===== src/design/supply_enable_regs.vh =====
// register offsets, field positions, reset values and defaults for the supply enable bank
`ifndef SUPPLY_ENABLE_REGS_VH
`define SUPPLY_ENABLE_REGS_VH

// printed offsets are register indices; byte address is four times the index
`define SUPPLY_REQ_INDEX       4'hD
`define SINK_EN_INDEX          4'hE
`define SUPPLY_STATUS_INDEX    4'hF
`define SUPPLY_REQ_ADDR        8'h34
`define SINK_EN_ADDR           8'h38
`define SUPPLY_STATUS_ADDR     8'h3C

`define FIRST_SWITCHER_BIT     0
`define SECOND_SWITCHER_BIT    1
`define THIRD_SWITCHER_BIT     2
`define FOURTH_SWITCHER_BIT    3
`define FIRST_LINEAR_BIT       8
`define SECOND_LINEAR_BIT      9
`define FIRST_SINK_BIT         0

// mask-programmed defaults
`define SUPPLY_REQ_RESET       16'h0000
`define SINK_EN_RESET          16'h0000
`define SUPPLY_REQ_MASK        16'h030F
`define SINK_EN_MASK           16'h0001

`define AXI_RESP_OKAY          2'h0
`define AXI_RESP_SLVERR        2'h2

`endif


===== src/design/enable_bit.v =====
// one enable request bit with write, state machine reset and gated turn-on
`timescale 1ns/1ps
module enable_bit #(
	parameter RESET_VALUE = 1'b0
) (
	input  wire aclk,        // system clock
	input  wire aresetn,     // synchronous reset, active low
	input  wire sm_reset,    // power state machine reset pulse
	input  wire wr_en,       // software write strobe for this bit
	input  wire wr_data,     // value written by software
	input  wire permit,      // permission from state machine and fault logic
	output reg  request,     // stored request bit
	output reg  turn_on      // effective turn-on to the supply circuit
);

	always @(posedge aclk) begin
		if (!aresetn || sm_reset)
			request <= RESET_VALUE;
		else if (wr_en)
			request <= wr_data;
	end

	// registered so the supply sees a glitch-free level
	always @(posedge aclk) begin
		if (!aresetn)
			turn_on <= 1'b0;
		else
			turn_on <= request & permit;
	end

endmodule // enable_bit


===== src/design/supply_enable_control.v =====
// AXI4-Lite register bank of supply and current sink enable requests
`timescale 1ns/1ps
`include "supply_enable_regs.vh"
module supply_enable_control (
	input  wire        aclk,                  // system clock, 100 MHz
	input  wire        aresetn,               // synchronous reset, active low
	input  wire [7:0]  s_axi_awaddr,          // write address
	input  wire        s_axi_awvalid,         // write address valid
	output wire        s_axi_awready,         // write address ready
	input  wire [31:0] s_axi_wdata,           // write data
	input  wire [3:0]  s_axi_wstrb,           // write byte strobes
	input  wire        s_axi_wvalid,          // write data valid
	output wire        s_axi_wready,          // write data ready
	output reg  [1:0]  s_axi_bresp,           // write response
	output reg         s_axi_bvalid,          // write response valid
	input  wire        s_axi_bready,          // write response ready
	input  wire [7:0]  s_axi_araddr,          // read address
	input  wire        s_axi_arvalid,         // read address valid
	output wire        s_axi_arready,         // read address ready
	output reg  [31:0] s_axi_rdata,           // read data
	output reg  [1:0]  s_axi_rresp,           // read response
	output reg         s_axi_rvalid,          // read data valid
	input  wire        s_axi_rready,          // read data ready
	input  wire        sm_reset,              // power state machine reset pulse
	input  wire [5:0]  supply_permit,         // permission per supply, bit order as status
	input  wire        sink_permit,           // permission for the current sink
	input  wire [5:0]  supply_actual,         // actual on state from supply circuits
	output wire        first_switcher_on,     // turn-on to first converter
	output wire        second_switcher_on,    // turn-on to second converter
	output wire        third_switcher_on,     // turn-on to third converter
	output wire        fourth_switcher_on,    // turn-on to fourth converter
	output wire        first_linear_reg_on,   // turn-on to first regulator
	output wire        second_linear_reg_on,  // turn-on to second regulator
	output wire        first_current_sink_on  // turn-on to sink driving current_sink_a_pin
);

	// write channel holding registers: address and data taken in either order
	reg         aw_held;
	reg  [7:0]  aw_addr;
	reg         w_held;
	reg  [31:0] w_data;
	reg  [3:0]  w_strb;
	wire        wr_fire;
	wire        wr_lane_ok;
	wire        wr_req_hit;
	wire        wr_sink_hit;

	assign s_axi_awready = !aw_held && !s_axi_bvalid;
	assign s_axi_wready  = !w_held && !s_axi_bvalid;
	assign wr_fire       = aw_held && w_held && !s_axi_bvalid;

	always @(posedge aclk) begin
		if (!aresetn) begin
			aw_held <= 1'b0;
			aw_addr <= 8'h00;
		end else if (s_axi_awvalid && s_axi_awready) begin
			aw_held <= 1'b1;
			aw_addr <= s_axi_awaddr;
		end else if (wr_fire) begin
			aw_held <= 1'b0;
		end
	end

	always @(posedge aclk) begin
		if (!aresetn) begin
			w_held <= 1'b0;
			w_data <= 32'h00000000;
			w_strb <= 4'h0;
		end else if (s_axi_wvalid && s_axi_wready) begin
			w_held <= 1'b1;
			w_data <= s_axi_wdata;
			w_strb <= s_axi_wstrb;
		end else if (wr_fire) begin
			w_held <= 1'b0;
		end
	end

	// bits span both low bytes, so each lane gates its own bits
	assign wr_req_hit  = wr_fire && (aw_addr[7:2] == `SUPPLY_REQ_ADDR >> 2);
	assign wr_sink_hit = wr_fire && (aw_addr[7:2] == `SINK_EN_ADDR >> 2);
	assign wr_lane_ok  = (aw_addr[7:2] == `SUPPLY_REQ_ADDR >> 2)
		|| (aw_addr[7:2] == `SINK_EN_ADDR >> 2)
		|| (aw_addr[7:2] == `SUPPLY_STATUS_ADDR >> 2);

	always @(posedge aclk) begin
		if (!aresetn) begin
			s_axi_bvalid <= 1'b0;
			s_axi_bresp  <= `AXI_RESP_OKAY;
		end else if (wr_fire) begin
			s_axi_bvalid <= 1'b1;
			s_axi_bresp  <= wr_lane_ok ? `AXI_RESP_OKAY : `AXI_RESP_SLVERR;
		end else if (s_axi_bready) begin
			s_axi_bvalid <= 1'b0;
		end
	end

	// enable bits, one instance each
	wire [15:0] req_word;
	wire [15:0] sink_word;
	wire [6:0]  bit_we;
	wire [6:0]  bit_wd;
	wire [6:0]  bit_permit;
	wire [6:0]  bit_req;
	wire [6:0]  bit_on;

	// index 0..3 converters, 4..5 regulators, 6 sink
	assign bit_we[0] = wr_req_hit && w_strb[0];
	assign bit_we[1] = wr_req_hit && w_strb[0];
	assign bit_we[2] = wr_req_hit && w_strb[0];
	assign bit_we[3] = wr_req_hit && w_strb[0];
	assign bit_we[4] = wr_req_hit && w_strb[1];
	assign bit_we[5] = wr_req_hit && w_strb[1];
	assign bit_we[6] = wr_sink_hit && w_strb[0];
	assign bit_wd    = {w_data[`FIRST_SINK_BIT],
		w_data[`SECOND_LINEAR_BIT], w_data[`FIRST_LINEAR_BIT],
		w_data[`FOURTH_SWITCHER_BIT], w_data[`THIRD_SWITCHER_BIT],
		w_data[`SECOND_SWITCHER_BIT], w_data[`FIRST_SWITCHER_BIT]};
	assign bit_permit = {sink_permit, supply_permit};

	genvar i;
	generate
		for (i = 0; i < 7; i = i + 1) begin : g_bit
			enable_bit #(
				.RESET_VALUE (1'b0)
			) u_bit (
				.aclk     (aclk),
				.aresetn  (aresetn),
				.sm_reset (sm_reset),
				.wr_en    (bit_we[i]),
				.wr_data  (bit_wd[i]),
				.permit   (bit_permit[i]),
				.request  (bit_req[i]),
				.turn_on  (bit_on[i])
			);
		end
	endgenerate

	assign req_word = {6'h00, bit_req[5], bit_req[4], 4'h0, bit_req[3:0]};
	assign sink_word = {15'h0000, bit_req[6]};

	assign first_switcher_on     = bit_on[0];
	assign second_switcher_on    = bit_on[1];
	assign third_switcher_on     = bit_on[2];
	assign fourth_switcher_on    = bit_on[3];
	assign first_linear_reg_on   = bit_on[4];
	assign second_linear_reg_on  = bit_on[5];
	assign first_current_sink_on = bit_on[6];

	// actual supply state crosses from analog, three stages, change on agreement
	reg  [5:0]  act_s1;
	reg  [5:0]  act_s2;
	reg  [5:0]  act_s3;
	reg  [5:0]  act_state;
	wire [15:0] status_word;

	always @(posedge aclk) begin
		if (!aresetn) begin
			act_s1    <= 6'h00;
			act_s2    <= 6'h00;
			act_s3    <= 6'h00;
			act_state <= 6'h00;
		end else begin
			act_s1 <= supply_actual;
			act_s2 <= act_s1;
			act_s3 <= act_s2;
			act_state <= (act_s2 & act_s3) | (act_state & (act_s2 | act_s3));
		end
	end

	// status reads the supplies themselves, never the request bits
	assign status_word = {6'h00, act_state[5], act_state[4], 4'h0, act_state[3:0]};

	// read channel: one read under way, answer one cycle after address
	reg [15:0] next_rdata;
	reg        next_rok;

	assign s_axi_arready = !s_axi_rvalid;

	always @* begin
		next_rdata = 16'h0000;
		next_rok   = 1'b1;
		case (s_axi_araddr[7:2])
			`SUPPLY_REQ_ADDR >> 2:    next_rdata = req_word;
			`SINK_EN_ADDR >> 2:       next_rdata = sink_word;
			`SUPPLY_STATUS_ADDR >> 2: next_rdata = status_word;
			default:                  next_rok   = 1'b0;
		endcase
	end

	always @(posedge aclk) begin
		if (!aresetn) begin
			s_axi_rvalid <= 1'b0;
			s_axi_rdata  <= 32'h00000000;
			s_axi_rresp  <= `AXI_RESP_OKAY;
		end else if (s_axi_arvalid && s_axi_arready) begin
			s_axi_rvalid <= 1'b1;
			s_axi_rdata  <= {16'h0000, next_rdata};
			s_axi_rresp  <= next_rok ? `AXI_RESP_OKAY : `AXI_RESP_SLVERR;
		end else if (s_axi_rready) begin
			s_axi_rvalid <= 1'b0;
		end
	end

endmodule // supply_enable_control


===== config.mk =====
export PLATFORM = sky130hd
export DESIGN_NAME = supply_enable_control
export DESIGN_NICKNAME = d
export VERILOG_FILES = /design/src/design/enable_bit.v /design/src/design/supply_enable_control.v
export VERILOG_INCLUDE_DIRS = /design/src /design/src/design
export SDC_FILE = /design/constraint.sdc
export NUM_CORES = 1
export LEC_CHECK = 0
export BUFFER_PORTS_ARGS = -buffer_cell sky130_fd_sc_hd__buf_2
export CAP_MARGIN = 20
export CORE_MARGIN = 3
export CORE_UTILIZATION = 41
export DETAILED_ROUTE_END_ITERATION = 12
export HOLD_SLACK_MARGIN = 0.1
export PLACE_DENSITY = 0.75
export SLEW_MARGIN = 20
export SYNTH_ARGS = -nofsm -noshare
export SYNTH_HDL_FRONTEND = slang
export SYNTH_SLANG_ARGS = --single-unit
export TNS_END_PERCENT = 5

===== constraint.sdc =====
create_clock -name aclk -period 1.15 [get_ports aclk]
set_input_delay 0.0575 -clock aclk [delete_from_list [all_inputs] [get_ports aclk]]
set_output_delay 0.0575 -clock aclk [all_outputs]
set_load 0.02 [all_outputs]

==> run metrics <==
Crit Path Class reg2reg; Port Buffers 60; outcome finished with violations; Hold Vio Cnt, Final 0; Via-to-Cell Ratio roughly 4.6; Main synth FF type dfxtp_1; Yosys warnings 0; synth unique cells 30; CTS Root Cell clkbuf_8; worst hold stages 4; Area growth syn-to-layout 35.6%; diode count 0; Initial Utilization 0.441; Setup Fix Bufs, Post-CTS 0; CP max stage delay ~0.32 ns; Synth Register Bits between 60 and 70; Pleak approximately 1.5 nW; EDFF count, synth 0; Peak Freq ~0.8 GHz; Critical Path Start Type register; post-synthesis area per instance 9.95 um^2; largest net degree at the start of global routing 28; Fin Hold WS between 0.15 and 0.2 ns; Die Y around 84 um; clock skew between 0.006 and 0.007 ns; Inserted Clock Buffers 9; deepest clock path buffer count 2; placed cell areas ~2900 um^2; CTS tree built; Routed WL ~5400 um; ys async rst share 0; CTS H-tree lvls 3; clk sinks between 60 and 70; maxcap violations 0; Reg clk slew, reported paths 0.07 ns; Pwr Density 1400 nW/um^2; CP Capture Type register; cells along the critical path nand4bb_4 > nor3_4 > mux2i_1; final std cells w/o fill 434; WL/cell ~12 um; vias in the first global route ~2000; failing checks setup timing; CP Max Fanout 4; die area roughly 7100 um^2; drt pass-1 iters 4; cell count after synthesis about 250; Tcrit/Tclk final 1.07; initial antenna violation count 0; first-pass GRT wire length between 8000 and 9000 um; All-Layer GR Usage 0.152; Remaining DRCs 0; via count between 1500 and 2000; post-synthesis sequential area ratio 0.509; fin worst setup slack -0.0860 ns; die width 84.4 um; Hold Crit Class in2reg; Clock Latency Late Sink around 0.33 ns; RSZ-0062 raised after global routing yes; pre-CTS setup slack -0.0492 ns; routability cong. 0.722; cell row count 27; GRT overflow 0; Total Power roughly 4.8 mW; setup violators final 9; CP max-delay cell dfxtp_2; fin. max-slew vios 0; data arrival time of the critical path around 1.5 ns; Final Cell Area 3410 um^2; min Tclk post-route approximately 1.2 ns; IO Pins approximately 120; DRT antenna net count 0; Cell Count Post-Placement 387; FF-to-FF path depth 3; # nets final ~430; half-perimeter wire length after placement 3640 um; synthesized cell area ~2500 um^2; share of cells above drive strength 1 0.301; worst endpoint required time roughly 1.4 ns; VDD IR max just over 0.8 mV; Iter 0 DRT Violations between 70 and 80; Core Region between 5000 and 6000 um^2
-- what timing repair did --
item / in CTS / in global routing
resized for setup: 9 / 7
hold buffers: 31 / 0
gates cloned: 1 / 0
endpoints found under the setup margin: 11 / 26
endpoints found under the hold margin: 34 / 0
pin swaps: 2 / 1
-- logic make-up (layout without fill, tap and decap cells) --
group,Yosys count,in the layout,share of synthesized area
buf+inv,41,123,0.107
compound gates,24,24,0.0517
mux,28,28,0.114
simple gates,95,95,0.216
flops,64,64,0.509
other cells,1,28,0.00149
-- synthesized netlist by cell type, types with 3 or more instances --
master	n	share of area
nand4_1	5	0.012
nor2b_1	3	0.0075
dfxtp_1	64	0.51
buf_4	30	0.089
clkbuf_1	6	0.0089
and2_1	18	0.045
nand2_1	26	0.039
and3_1	7	0.017
mux2i_1	22	0.087
mux2_2	6	0.027
nand2b_1	4	0.0099
buf_2	3	0.0060
a21oi_1	15	0.030
o21ai_0	6	0.012
nor2_1	19	0.028
-- worst max-delay path, delay by kind of cell, from the launching register on --
kind             cells  cell delay [ns]
AND/OR/NAND/NOR      2             0.55
flip-flops           1             0.32
multiplexers         1             0.27
-- power by group --
| group | internal, mW | switching (mW) | leakage (nW) |
|---|---|---|---|
| registers | 2.29 | 0.0510 | 0.524 |
| clock network | 1.04 | 0.811 | 0.0904 |
| logic | 0.285 | 0.298 | 0.926 |
-- cell type report --
type                    count  area, um^2
fillers                   478        2290
clock inverters             5        57.6
repair buffers            106         736
flip-flops and latches     64        1290
multi-input cells         175        1100
well taps                  72        90.1
clock buffers              10         138
inverters                   2        7.51
-- cells in the final DEF, fill, tap and decap left out, types with 2 or more instances in the layout --
master | Yosys | routed
mux2_2 | 6 | 6
mux2i_1 | 22 | 21
clkinvlp_4 | 0 | 3
buf_6 | 0 | 2
nor2b_1 | 3 | 2
a21oi_1 | 15 | 15
nand2_1 | 26 | 26
nand3b_1 | 2 | 2
nor2_1 | 19 | 19
nand4_1 | 5 | 5
dfxtp_1 | 64 | 61
nor3_1 | 2 | 2
buf_4 | 30 | 15
and3_1 | 7 | 7
conb_1 | 1 | 28
inv_1 | 2 | 2
o21ai_0 | 6 | 6
and2_1 | 18 | 18
buf_2 | 3 | 58
nand2b_1 | 4 | 4
dfxtp_2 | 0 | 2
dlygate4sd3_1 | 0 | 31
clkbuf_8 | 0 | 10
-- registers in the layout, summed over array words and instances, names as in the netlist --
signal / cells
w_strb: 2
g_bit.u_bit.request: 7
act_s1: 6
w_held: 1
aw_held: 1
aw_addr: 6
act_s3: 6
s_axi_rvalid: 1
s_axi_bvalid: 1
act_state: 6
s_axi_rresp: 1
g_bit.u_bit.turn_on: 7
act_s2: 6
w_data: 6
s_axi_rdata: 6
s_axi_bresp: 1
-- worst paths after layout --
| path | startpoint | end | slack [ns] |
|---|---|---|---|
| setup / recovery | aw_addr[7] | g_bit[2].u_bit.request | -0.09 |
| hold / removal | s_axi_arvalid | s_axi_rdata[2] | 0.16 |
| setup reg to reg | aw_addr[7] | g_bit[2].u_bit.request | -0.09 |
| hold reg to reg | act_s1[4] | act_s2[4] | 0.43 |
-- stage by stage --
step,setup TNS [ns],utilization
after global placement,-0.120,0.499
after floorplan,-0.423,-
after CTS,-0.198,0.593
final,-0.266,0.598
after global routing,-1.33,0.598
after detailed placement,-0.221,0.499
-- per-layer routing --
metal | GRT usage | wire length (um) | vias to the layer above
met2 | 0.251 | 2630 | 67
met4 | 0.0691 | 85 | 0
li1 | - | - | 1003
met5 | 0 | 0 | -
met3 | 0.0334 | 311 | 8
met1 | 0.188 | 2360 | 904
Power figures use the tool's default switching activity.
